**src/inc/sacc_pkg.sv**
```systemverilog
// shared constants and types of the converter control block
package sacc_pkg;
	// bus
	localparam int unsigned ADDR_W = 8;
	localparam int unsigned DATA_W = 32;
	localparam logic [7:0] OFS_CTRL = 8'h00;
	localparam logic [7:0] OFS_CHAN = 8'h04;
	localparam logic [7:0] OFS_RESULT = 8'h08;
	localparam logic [7:0] OFS_STAT = 8'h0c;
	localparam logic [7:0] OFS_MASK = 8'h10;
	// control register fields
	localparam logic [15:0] CTRL_RST = 16'h0600;
	localparam logic [15:0] CTRL_WMASK = 16'h3fbf;
	localparam int unsigned CTRL_TEMP = 13;
	localparam int unsigned CTRL_DIV_LSB = 10;
	localparam int unsigned CTRL_ACQ_LSB = 8;
	localparam int unsigned CTRL_EN = 7;
	localparam int unsigned CTRL_PWR = 5;
	localparam int unsigned CTRL_DIFF = 4;
	localparam int unsigned CTRL_MODE_LSB = 0;
	localparam logic [3:0] CHAN_RST = 4'h0;
	localparam logic [3:0] TEMP_CHAN = 4'hf;
	// result and status layout
	localparam int unsigned RES_BITS = 12;
	localparam int unsigned RES_LSB = 16;
	localparam int unsigned STAT_DONE = 0;
	localparam int unsigned STAT_OVR = 1;
	localparam logic [1:0] STAT_RST = 2'h0;
	localparam logic [1:0] MASK_RST = 2'h0;
	// converter timing, in converter clocks
	localparam logic [4:0] EXTRA_CLKS = 5'h13;
	localparam logic [4:0] TRIAL_CLKS = 5'h0c;
	localparam logic [4:0] FINISH_CLKS = EXTRA_CLKS - TRIAL_CLKS;
	localparam logic [11:0] MID_CODE = 12'h800;
	localparam int unsigned SRC_CLK_HZ = 41780000;
	localparam int unsigned MAX_SPS = 1000000;

	typedef enum logic [2:0] {
		MODE_IDLE = 3'b000,
		MODE_SINGLE = 3'b001,
		MODE_CONT = 3'b010,
		MODE_EXT_PIN = 3'b011,
		MODE_PLA = 3'b100,
		MODE_GENERAL_TIMER_ZERO = 3'b101,
		MODE_GENERAL_TIMER_ONE = 3'b110
	} sacc_mode_t;

	typedef enum logic [1:0] {
		ST_IDLE = 2'b00,
		ST_ACQ = 2'b01,
		ST_TRIAL = 2'b10,
		ST_FINISH = 2'b11
	} sacc_state_t;

	// trigger sources, in sync order
	typedef struct packed {
		logic timer_one;
		logic timer_zero;
		logic programmable_logic_array;
		logic ext_pin;
	} sacc_trig_t;

	// drive towards the analog core
	typedef struct packed {
		logic power;
		logic diff;
		logic sample;
		logic [3:0] chan;
		logic [11:0] dac;
	} sacc_ana_t;
endpackage

```
**src/design/sacc_sync_edge.sv**
```systemverilog
// two-stage synchroniser with rising-edge detect
`timescale 1ns/10ps
module sacc_sync_edge #(
	parameter int unsigned WIDTH = 4
) (
	// clock and reset
	input wire logic mclk,
	input wire logic rst,
	// asynchronous inputs
	input wire logic [WIDTH-1:0] async_in,
	// synchronised level and one-cycle rise
	output logic [WIDTH-1:0] level,
	output logic [WIDTH-1:0] rise
);
	logic [WIDTH-1:0] meta_ff;
	logic [WIDTH-1:0] sync_ff;
	logic [WIDTH-1:0] last_ff;
	logic [WIDTH-1:0] nxt_meta;
	logic [WIDTH-1:0] nxt_sync;
	logic [WIDTH-1:0] nxt_last;

	always_comb begin
		nxt_meta = async_in;
		nxt_sync = meta_ff;
		nxt_last = sync_ff;
	end

	always_ff @(posedge mclk) begin
		if (rst) begin
			meta_ff <= '0;
			sync_ff <= '0;
			last_ff <= '0;
		end else begin
			meta_ff <= nxt_meta;
			sync_ff <= nxt_sync;
			last_ff <= nxt_last;
		end
	end

	assign level = sync_ff;
	assign rise = sync_ff & ~last_ff;
endmodule // sacc_sync_edge

```
**src/design/sacc_top.sv**
```systemverilog
// successive-approximation converter control with apb registers
// What this block does
// - 12-bit successive approximation, single-ended or differential
// - reaches 1 MSPS at fastest divider setting
// - software single and continuous conversions
// - pin, logic array, timer overflows trigger conversions
// - temperature channel selectable on input multiplexer
// - single-ended results are straight binary
// - differential results twos complement, shifted right one
// - result in bits 27:16, sign above
// - reset: acquire 8, divide 2, 19 extra
`timescale 1ns/10ps
module sacc_top (
	// clock and reset
	input wire logic mclk,
	input wire logic rst,
	// apb slave
	input wire logic psel,
	input wire logic penable,
	input wire logic pwrite,
	input wire logic [sacc_pkg::ADDR_W-1:0] paddr,
	input wire logic [sacc_pkg::DATA_W-1:0] pwdata,
	output logic [sacc_pkg::DATA_W-1:0] prdata,
	output logic pready,
	output logic pslverr,
	// conversion trigger sources
	input wire sacc_pkg::sacc_trig_t trig_in,
	// analog core
	input wire logic cmp_hi,
	output sacc_pkg::sacc_ana_t ana,
	// interrupt
	output logic irq
);
	// register group
	logic [15:0] ctrl_ff;
	logic [3:0] chan_ff;
	logic [31:0] result_ff;
	logic [1:0] stat_ff;
	logic [1:0] mask_ff;
	logic irq_ff;
	logic [31:0] prdata_ff;
	logic pready_ff;
	logic pslverr_ff;
	logic single_go_ff;
	logic cont_go_ff;
	logic [15:0] nxt_ctrl;
	logic [3:0] nxt_chan;
	logic [31:0] nxt_result;
	logic [1:0] nxt_stat;
	logic [1:0] nxt_mask;
	logic nxt_irq;
	logic [31:0] nxt_prdata;
	logic nxt_pready;
	logic nxt_pslverr;
	logic nxt_single_go;
	logic nxt_cont_go;
	// engine group
	sacc_pkg::sacc_state_t state_ff;
	sacc_pkg::sacc_state_t nxt_state;
	logic [4:0] div_cnt_ff;
	logic [4:0] nxt_div_cnt;
	logic [4:0] step_cnt_ff;
	logic [4:0] nxt_step_cnt;
	logic [11:0] bit_ff;
	logic [11:0] nxt_bit;
	logic cont_ff;
	logic nxt_cont;
	logic done_ff;
	logic nxt_done;
	logic [11:0] code_ff;
	logic [11:0] nxt_code;
	sacc_pkg::sacc_ana_t ana_ff;
	sacc_pkg::sacc_ana_t nxt_ana;
	// helpers
	sacc_pkg::sacc_trig_t trig_rise;
	logic access;
	logic wr_en;
	logic rd_en;
	logic mapped;
	logic [2:0] mode;
	logic [2:0] div_code;
	logic [4:0] div_max;
	logic [4:0] acq_len;
	logic tick;
	logic hw_trig;
	logic go;
	logic [11:0] tc_code;
	logic [31:0] fmt_result;

	sacc_sync_edge #(
		.WIDTH(4)
	) u_trig_sync (
		.mclk(mclk),
		.rst(rst),
		.async_in(trig_in),
		.level(),
		.rise(trig_rise)
	);

	assign mode = ctrl_ff[sacc_pkg::CTRL_MODE_LSB +: 3];
	assign div_code = ctrl_ff[sacc_pkg::CTRL_DIV_LSB +: 3];
	// codes above /32 are reserved and run at /32
	assign div_max = (div_code > 3'h5) ? 5'h1f : 5'((6'h01 << div_code) - 6'h01);
	assign acq_len = 5'(6'h02 << ctrl_ff[sacc_pkg::CTRL_ACQ_LSB +: 2]);
	// divider /1 gives one bit trial per mclk for top throughput
	assign tick = (div_cnt_ff == div_max);

	// bus decode: one wait state so read data leaves a flop
	assign access = psel && penable && pready_ff;
	assign wr_en = access && pwrite;
	assign rd_en = access && !pwrite;
	assign mapped = (paddr == sacc_pkg::OFS_CTRL) || (paddr == sacc_pkg::OFS_CHAN)
		|| (paddr == sacc_pkg::OFS_RESULT) || (paddr == sacc_pkg::OFS_STAT)
		|| (paddr == sacc_pkg::OFS_MASK);

	always_comb begin
		hw_trig = 1'b0;
		case (mode)
			sacc_pkg::MODE_EXT_PIN: hw_trig = trig_rise.ext_pin;
			sacc_pkg::MODE_PLA: hw_trig = trig_rise.programmable_logic_array;
			sacc_pkg::MODE_GENERAL_TIMER_ZERO: hw_trig = trig_rise.timer_zero;
			sacc_pkg::MODE_GENERAL_TIMER_ONE: hw_trig = trig_rise.timer_one;
			default: hw_trig = 1'b0;
		endcase
	end

	// continuous runs on after enable drops; hardware triggers need enable
	assign go = ctrl_ff[sacc_pkg::CTRL_PWR] && (single_go_ff || cont_ff
		|| (ctrl_ff[sacc_pkg::CTRL_EN] && hw_trig));

	// differential: offset code to twos complement, arithmetic shift right
	assign tc_code = code_ff ^ sacc_pkg::MID_CODE;
	always_comb begin
		fmt_result = '0;
		if (ctrl_ff[sacc_pkg::CTRL_DIFF]) begin
			fmt_result = {{5{tc_code[11]}}, tc_code[11:1], 16'h0000};
		end else begin
			fmt_result = {4'h0, code_ff, 16'h0000};
		end
	end

	// register group next state
	always_comb begin
		nxt_ctrl = ctrl_ff;
		nxt_chan = chan_ff;
		nxt_result = result_ff;
		nxt_stat = stat_ff;
		nxt_mask = mask_ff;
		nxt_prdata = prdata_ff;
		nxt_pslverr = 1'b0;
		nxt_single_go = 1'b0;
		nxt_cont_go = 1'b0;
		nxt_pready = psel && penable && !pready_ff;
		if (nxt_pready) begin
			nxt_pslverr = !mapped;
			case (paddr)
				sacc_pkg::OFS_CTRL: nxt_prdata = {16'h0000, ctrl_ff};
				sacc_pkg::OFS_CHAN: nxt_prdata = {28'h0000000, chan_ff};
				sacc_pkg::OFS_RESULT: nxt_prdata = result_ff;
				sacc_pkg::OFS_STAT: nxt_prdata = {27'h0000000, state_ff != sacc_pkg::ST_IDLE,
					cont_ff, 1'b0, stat_ff};
				sacc_pkg::OFS_MASK: nxt_prdata = {30'h00000000, mask_ff};
				default: nxt_prdata = '0;
			endcase
		end
		if (wr_en) begin
			case (paddr)
				sacc_pkg::OFS_CTRL: begin
					nxt_ctrl = pwdata[15:0] & sacc_pkg::CTRL_WMASK;
					if (pwdata[sacc_pkg::CTRL_EN]) begin
						nxt_single_go = (pwdata[2:0] == sacc_pkg::MODE_SINGLE);
						nxt_cont_go = (pwdata[2:0] == sacc_pkg::MODE_CONT);
					end
				end
				sacc_pkg::OFS_CHAN: nxt_chan = pwdata[3:0];
				sacc_pkg::OFS_STAT: nxt_stat = stat_ff & ~pwdata[1:0];
				sacc_pkg::OFS_MASK: nxt_mask = pwdata[1:0];
				default: nxt_ctrl = ctrl_ff;
			endcase
		end
		if (rd_en && (paddr == sacc_pkg::OFS_RESULT)) begin
			nxt_stat[sacc_pkg::STAT_DONE] = 1'b0;
		end
		// a new result beats a clear in the same cycle
		if (done_ff) begin
			nxt_result = fmt_result;
			nxt_stat[sacc_pkg::STAT_DONE] = 1'b1;
			if (stat_ff[sacc_pkg::STAT_DONE]) begin
				nxt_stat[sacc_pkg::STAT_OVR] = 1'b1;
			end
		end
		nxt_irq = |(nxt_stat & nxt_mask);
	end

	always_ff @(posedge mclk) begin
		if (rst) begin
			ctrl_ff <= sacc_pkg::CTRL_RST;
			chan_ff <= sacc_pkg::CHAN_RST;
			result_ff <= '0;
			stat_ff <= sacc_pkg::STAT_RST;
			mask_ff <= sacc_pkg::MASK_RST;
			irq_ff <= 1'b0;
			prdata_ff <= '0;
			pready_ff <= 1'b0;
			pslverr_ff <= 1'b0;
			single_go_ff <= 1'b0;
			cont_go_ff <= 1'b0;
		end else begin
			ctrl_ff <= nxt_ctrl;
			chan_ff <= nxt_chan;
			result_ff <= nxt_result;
			stat_ff <= nxt_stat;
			mask_ff <= nxt_mask;
			irq_ff <= nxt_irq;
			prdata_ff <= nxt_prdata;
			pready_ff <= nxt_pready;
			pslverr_ff <= nxt_pslverr;
			single_go_ff <= nxt_single_go;
			cont_go_ff <= nxt_cont_go;
		end
	end

	// conversion engine next state
	always_comb begin
		nxt_state = state_ff;
		nxt_div_cnt = tick ? 5'h00 : div_cnt_ff + 5'h01;
		nxt_step_cnt = step_cnt_ff;
		nxt_bit = bit_ff;
		nxt_code = code_ff;
		nxt_done = 1'b0;
		nxt_cont = cont_ff;
		nxt_ana = ana_ff;
		nxt_ana.power = ctrl_ff[sacc_pkg::CTRL_PWR];
		nxt_ana.diff = ctrl_ff[sacc_pkg::CTRL_DIFF];
		nxt_ana.chan = ctrl_ff[sacc_pkg::CTRL_TEMP] ? sacc_pkg::TEMP_CHAN : chan_ff;
		if (cont_go_ff) begin
			nxt_cont = 1'b1;
		end else if ((mode != sacc_pkg::MODE_CONT) || !ctrl_ff[sacc_pkg::CTRL_PWR]) begin
			nxt_cont = 1'b0;
		end
		case (state_ff)
			sacc_pkg::ST_IDLE: begin
				nxt_ana.sample = 1'b0;
				if (go) begin
					nxt_state = sacc_pkg::ST_ACQ;
					nxt_div_cnt = 5'h00;
					nxt_step_cnt = 5'h00;
					nxt_ana.sample = 1'b1;
				end
			end
			sacc_pkg::ST_ACQ: begin
				if (tick) begin
					nxt_step_cnt = step_cnt_ff + 5'h01;
					if (step_cnt_ff == acq_len - 5'h01) begin
						nxt_state = sacc_pkg::ST_TRIAL;
						nxt_step_cnt = 5'h00;
						nxt_ana.sample = 1'b0;
						nxt_ana.dac = sacc_pkg::MID_CODE;
						nxt_bit = sacc_pkg::MID_CODE;
					end
				end
			end
			sacc_pkg::ST_TRIAL: begin
				// comparator is a clocked latch in this domain, read directly
				if (tick) begin
					nxt_ana.dac = (cmp_hi ? ana_ff.dac : (ana_ff.dac & ~bit_ff)) | (bit_ff >> 1);
					nxt_bit = bit_ff >> 1;
					if (bit_ff[0]) begin
						nxt_code = cmp_hi ? ana_ff.dac : (ana_ff.dac & ~bit_ff);
						nxt_state = sacc_pkg::ST_FINISH;
						nxt_step_cnt = 5'h00;
					end
				end
			end
			sacc_pkg::ST_FINISH: begin
				if (tick) begin
					nxt_step_cnt = step_cnt_ff + 5'h01;
					if (step_cnt_ff == sacc_pkg::FINISH_CLKS - 5'h01) begin
						nxt_done = 1'b1;
						nxt_state = sacc_pkg::ST_IDLE;
					end
				end
			end
			default: nxt_state = sacc_pkg::ST_IDLE;
		endcase
		if (!ctrl_ff[sacc_pkg::CTRL_PWR]) begin
			nxt_state = sacc_pkg::ST_IDLE;
			nxt_ana.sample = 1'b0;
		end
	end

	always_ff @(posedge mclk) begin
		if (rst) begin
			state_ff <= sacc_pkg::ST_IDLE;
			div_cnt_ff <= 5'h00;
			step_cnt_ff <= 5'h00;
			bit_ff <= 12'h000;
			code_ff <= 12'h000;
			done_ff <= 1'b0;
			cont_ff <= 1'b0;
			ana_ff <= '0;
		end else begin
			state_ff <= nxt_state;
			div_cnt_ff <= nxt_div_cnt;
			step_cnt_ff <= nxt_step_cnt;
			bit_ff <= nxt_bit;
			code_ff <= nxt_code;
			done_ff <= nxt_done;
			cont_ff <= nxt_cont;
			ana_ff <= nxt_ana;
		end
	end

	assign prdata = prdata_ff;
	assign pready = pready_ff;
	assign pslverr = pslverr_ff;
	assign ana = ana_ff;
	assign irq = irq_ff;
endmodule // sacc_top

```
**config.mk**
```make
export PLATFORM = sky130hd
export DESIGN_NAME = sacc_top
export DESIGN_NICKNAME = d
export VERILOG_FILES = /design/src/inc/sacc_pkg.sv /design/src/design/sacc_sync_edge.sv /design/src/design/sacc_top.sv
export SDC_FILE = /design/constraint.sdc
export NUM_CORES = 1
export LEC_CHECK = 0
export CAP_MARGIN = 20
export CORE_ASPECT_RATIO = 0.9
export CORE_MARGIN = 4
export CORE_UTILIZATION = 40
export DETAILED_ROUTE_END_ITERATION = 12
export DONT_BUFFER_PORTS = 1
export PLACE_DENSITY = 0.62
export SLEW_MARGIN = 20
export SYNTH_ARGS = -nofsm -noshare
export SYNTH_HDL_FRONTEND = slang
export SYNTH_HIERARCHICAL = 1
export SYNTH_SLANG_ARGS = --single-unit
export TNS_END_PERCENT = 50
```
**constraint.sdc**
```tcl
create_clock -name mclk -period 2.38 [get_ports mclk]
set_clock_uncertainty 0.1 [all_clocks]
set_input_delay 0.357 -clock mclk [delete_from_list [all_inputs] [get_ports mclk]]
set_output_delay 0.357 -clock mclk [all_outputs]
set_load 0.01 [all_outputs]
```
# After elaboration in Yosys (flattened, before gate mapping)
# Cells that the tools add are included.
# totals
reg_bits	159
inputBits	50
output_inout_bits	54
word_cells	154
# classes
addsub	4
magnitude_cmp	1
eq_ne	24
shifts	2
mux	44
bitwise_logic	16
n_reduce_logical	37
# op_table
operator	count
$pmux 32 s5	1
$mux 12	5
$mux 5	10
$pmux 12 s2	2
$mux 32	1
$mux 2	12
$pmux 5 s4	1
$eq 8x4->1 const B	2
$ne 2x2->1 const B	7
$and 12x12->12	1
$not 12->12	1
$or 12x11->12	1
$add 5x1->5 const B	2
$eq 5x5->1	2
$sub 5x1->5 const B	2
$eq 3x3->1 const B	3
$eq 8x3->1 const B	1
$eq 8x5->1 const B	1
$logic_and 1x1->1	8
$logic_not 8->1	1
$mux 1	8
$not 1->1	8
$pmux 2 s4	1
$reduce_bool 2->1	4
other kinds (27)	43

# Logic depth before layout (Yosys ltp)
# logic_depth
depth_word	8
mapped_depth	8
depth_no_buf	7

# Hierarchy
# The synthesis kept the hierarchy.
# modules_own_cells
module	instances	cells_each	area_each_um2	seq_area_each_um2
sacc_top	1	571	5124.9	2442.3
sacc_sync_edge	1	29	391.6	240.2

# Worst setup path after synthesis
# Ideal clock, no wire load.
# synth_timing
path_type	reg2reg
start	register ctrl_ff[12]
end	register state_ff[0]
setup_time_ps	122
arrival_time_ps	2055
required_time_ps	2158
slack_ps	103
stages_incl_launch_ff	9
path_buffers	2
period_less_slack_ps	2277
cell_sequence	dfxtp_1 > buf_6 > or4_1 > o221ai_2 > o21ai_2 > a222oi_1 > buf_4 > nand2_4 > o311a_1
# synth_between
elab_chain_len	6
word_cells_on_any_way	9
cone_classes	add/sub (1); order compare (1); eq/ne (4); shift (1); mux (1); reduce/logical (1)
# synth_rtl
element	line	text
from (decl)	sacc_top.sv:35	logic [15:0] ctrl_ff;
from (signal assigned)	sacc_top.sv:197	ctrl_ff <= sacc_pkg::CTRL_RST;
from (signal assigned)	sacc_top.sv:209	ctrl_ff <= nxt_ctrl;
$shl 1x3->5	sacc_top.sv:103	assign div_max = (div_code > 3'h5) ? 5'h1f : 5'((6'h01 << div_code) - 6'h01);
$sub 5x1->5	sacc_top.sv:103	
$mux 5 (*)	sacc_top.sv:103	
$eq 5x5->1 (*)	sacc_top.sv:106	assign tick = (div_cnt_ff == div_max);
$ne 2x2->1 (no source line)	n/a	
$reduce_and 7->1 (no source line) (*)	n/a	
to (signal assigned)	sacc_top.sv:294	state_ff <= sacc_pkg::ST_IDLE;
to (signal assigned)	sacc_top.sv:303	state_ff <= nxt_state;
to (decl)	sacc_top.sv:58	sacc_pkg::sacc_state_t state_ff;
# Every way passes the cells marked *; elsewhere a longest branch is shown, timed or not.
# A chain may end at the register's enable or synchronous reset.

# Final worst setup path
# layout_timing
start	register div_cnt_ff[1]
end	register state_ff[0]
# layout_between
elab_chain_len	3
word_cells_on_any_way	5
cone_classes	eq/ne (4); reduce/logical (1)
# layout_rtl
element	line	text
from (decl)	sacc_top.sv:60	logic [4:0] div_cnt_ff;
from (signal assigned)	sacc_top.sv:304	div_cnt_ff <= nxt_div_cnt;
$eq 5x5->1 (*)	sacc_top.sv:106	
$ne 2x2->1 (no source line)	n/a	
$reduce_and 7->1 (no source line) (*)	n/a	
# Marks and branches as above.

==> summary.txt <==
Setup path
  – Type of origin of the critical path: register
  – Slowest stage delay, CP: about 0.54 ns
  – FF-to-FF path depth: 8
  – Register-to-register setup slack: 0.02 ns
  – Crit path cell chain: or4bb_4, o221ai_4, o211ai_1, a222oi_1, buf_4, buf_6, nand2_4, o311a_1
  – CP arrival: between 2 and 3 ns
  – CP Launch Point: div_cnt_ff[1]
  – Crit path required time: around 2.6 ns
  – Kind of critical path: reg2reg
  – Reg2reg end: state_ff[0]
  – Reg-to-reg startpoint: div_cnt_ff[1]
  – Setup crit end: state_ff[0]
  – Crit-path slowest cell: or4bb_4
  – Crit. End Element: register
  – Crit path max fanout: 5

Synthesis
  – Post-synth EDFFs: 0
  – Avg Inst Size Synth: approximately 9.2 sq um
  – Seq/Total Area, Yosys: about half
  – Ys flop type: dfxtp_1
  – Yosys warns: 6
  – Post-synthesis xor/xnor area fraction: 0.953%
  – Synth cell count leaders: 134 x dfxtp_1, 82 x nor2_1, 45 x nand2_1
  – Largest family of logic cells by synthesized area: simple AND/OR/NAND/NOR gates
  – Synth Area in Compound Gates: between 10% and 20%
  – Mux share of post-synthesis cell area: about 6%
  – Yosys cell types: a little over 60
  – Mapped Cells: 600
  – Post-synthesis simple-gate area fraction: approximately a fifth
  – Most common cell in the netlist: dfxtp_1
  – Top cell type's share of synthesized area: between 40% and 50%
  – Yosys reg bits: ~130
  – Synth top area cells: dfxtp_1 49%, mux2i_1 6.0%, nor2_1 5.6%
  – Post-synthesis adder-cell area fraction: about 2.0%
  – Largest area contributor in the netlist: dfxtp_1
  – Fraction of registers with async set/reset: 0%
  – Post-Syn Area: approximately 5500 sq um

Floorplanning
  – Ports: 104
  – Die width: approximately 130 um
  – Core area: 13,400 sq um
  – Row count: 40
  – Die area: between 15,000 and 20,000 sq um
  – Die H: roughly 120 um
  – Initial Util: 41.1%

Routing
  – First-iteration detailed-routing DRC count: roughly 350
  – Drt drc: 0
  – WL final: 13,300 um
  – Drt pass-1 iters: 6
  – WL/cell: ~17 um
  – Overall via count from detail_route: between 4,000 and 5,000
  – Vias per inst: approximately 5.4
  – Antenna Nets Post-Route: 0

Place
  – Pre-CTS setup slack: -0.0393 ns
  – HPWL after DPL: 8770 um
  – Dpl cell area: approximately 5700 sq um
  – GP Congestion: 0.844
  – IO Port Bufs: 0

Finish
  – # diodes: 0
  – Reg area: between 2000 and 3000 sq um
  – Nets: roughly 700
  – Post-route cell area: between 6000 and 7000 sq um
  – Multi-input gate area: between 2000 and 3000 sq um
  – Final Util: about 49%
  – # fillers: about 1,300
  – Layout cells sized above 1: a little over an eighth
  – Area Growth Syn to Fin: 19.7%

Pwr
  – Leakage power: ~0.0024 uW
  – Sequential Power Share: between 40% and 50%
  – Logic pwr share: under 10%
  – Maximum vdd drop: ~0.47 mV
  – Clock Power Share: about 51%
  – Tot Pwr: around 5000 uW
  – Pwr/cell area: between 700 and 800 nW/um^2
  – Int Power: between 3000 and 4000 uW
  – Sw Share: roughly 22%
  – Psw: between 1000 and 1500 uW

Timing
  – Min Clock Period, post-route: roughly 2.4 ns
  – Final hold viol count: 0
  – Worst Slack Setup Final: between 0.02 and 0.025 ns
  – Fin. max-slew vios: 0
  – Actual transition at the worst max-transition pin: around 0.63 ns
  – Setup violators final: 0
  – Crit share post-route: between 90 and 100%
  – Fmax: 424 MHz
  – Unrepaired setup endpoints after global routing: true
  – Relative slew margins: 57.4%
  – Setup tns final: 0 ns

Clocking
  – Cts bufs inserted: 17
  – H-tree levels: 4
  – Root buffer cell: clkbuf_16
  – Latest clock arrival within the worst-skew pair: 0.43 ns
  – Clk slew on worst S/H paths: ~0.06 ns
  – Longest Clk Path Bufs: 2
  – CTS tree: done
  – Clock sink count: 134

Global routing
  – Vias in the first global route: about 4,300
  – First-pass GRT wire length: between 20,000 and 25,000 um
  – Grt ovf: 0
  – Number of antenna violations at the first check in global routing: 0
  – Total track usage: roughly 18%
  – Largest net degree at the start of global routing: 98

Outcome
  – Outcome: finished clean

Flow run
  – Max-cap violations: 0

Min path
  – Worst Hold Class: in2reg
  – Hold Crit Depth: 2
## metal layers
metal / global-route usage (%) / part of all wire [%] / up-vias / routed length [um]
met5: 0 / 0 / - / 0
met4: 7.94 / 2.3 / 0 / 311
met3: 7.18 / 6.3 / 28 / 839
met2: 27.1 / 46 / 113 / 6150
met1: 22.1 / 45 / 2059 / 6050
li1: - / - / 2160 / -
## how the worst min path moves through the flow
stage | start | to | slack [ns]
floorplan | cont_go_ff | cont_ff | 0.31
global placement | u_trig_sync/meta_ff[1] | u_trig_sync/level[1] | 0.32
detailed placement | u_trig_sync/meta_ff[1] | u_trig_sync/level[1] | 0.32
CTS | rst | ana[18] | 0.01
global route | rst | u_trig_sync/level[3] | 0.01
finish | pwdata[1] | mask_ff[1] | 0.04
## cells by family after synthesis
kind of cell	Yosys count
muxes	33
buffers and inverters	59
and+or+nand+nor	233
AOI/OAI and AO/OA	125
DFF	134
other	1
adders and majority gates	9
xor gates and xnor gates	6
## stage by stage
| step | hold slack, ns | std cells |
|---|---|---|
| after floorplan | 0.313 | 602 |
| after global placement | 0.322 | 743 |
| after detailed placement | 0.324 | 743 |
| after CTS | 0.0107 | 803 |
| after global routing | 0.0111 | 804 |
| final | 0.0369 | 804 |
## area by class of cell
cell class / count / area share (%)
Clock buffer: 20 / 6.92
Clock inverter: 11 / 1.90
Inverter: 12 / 0.682
Multi-Input combinational cell: 409 / 39.5
Sequential cell: 134 / 40.7
Tap cell: 168 / 3.18
Timing Repair Buffer: 50 / 7.07
## registers in the layout, summed over array words and instances (netlist names), 2 cells and up
| signal | count |
|---|---|
| stat_ff | 2 |
| mask_ff | 2 |
| ctrl_ff | 13 |
| div_cnt_ff | 5 |
| u_trig_sync/level | 4 |
| ana | 19 |
| step_cnt_ff | 5 |
| u_trig_sync/meta_ff | 4 |
| state_ff | 2 |
| prdata | 26 |
| chan_ff | 4 |
| u_trig_sync/last_ff | 4 |
| code_ff | 12 |
| bit_ff | 12 |
| result_ff | 13 |
## timing repair
item,4_1_cts,5_1_grt
hold buffers,24,0
gates cloned,1,0
resized for setup,3,11
setup endpoints to repair,2,32
endpoints found under the hold margin,106,0
buffers inserted,4,1
pin swaps,3,3
## critical path: cells and delay by family (launching register included)
kind	cells	cell delay, ns
flip-flops	1	0.33
buffers and inverters	2	0.31
AO/OA/AOI/OAI	4	0.92
AND/OR/NAND/NOR	2	0.59
## power by group through the flow
stage | clock, uW | sequential [uW] | combinational (uW)
floorplan | 0 | 2330 | 118
global placement | 0 | 2330 | 109
detailed placement | 0 | 2340 | 112
CTS | 2620 | 2290 | 183
global route | 2730 | 2290 | 211
finish | 2560 | 2290 | 192
## layout by cell type, fill, tap and decap left out, drive strengths merged, types with 3 or more instances in the layout
master	count
nor2b	17
buf	27
nor3b	5
nor2	82
a221o	3
nand3	28
o21ai	5
a22oi	25
o31ai	3
dlygate4sd3	23
o2bb2ai	11
a32o	4
and2	6
ha	9
clkbuf	20
mux2i	33
inv	14
nand2	46
a221oi	4
a211oi	13
conb	3
clkinv	5
xor2	5
nor3	9
dfxtp	134
and3	4
nand2b	16
a21oi	37
Note: power is estimated with default switching activity, not from simulation.
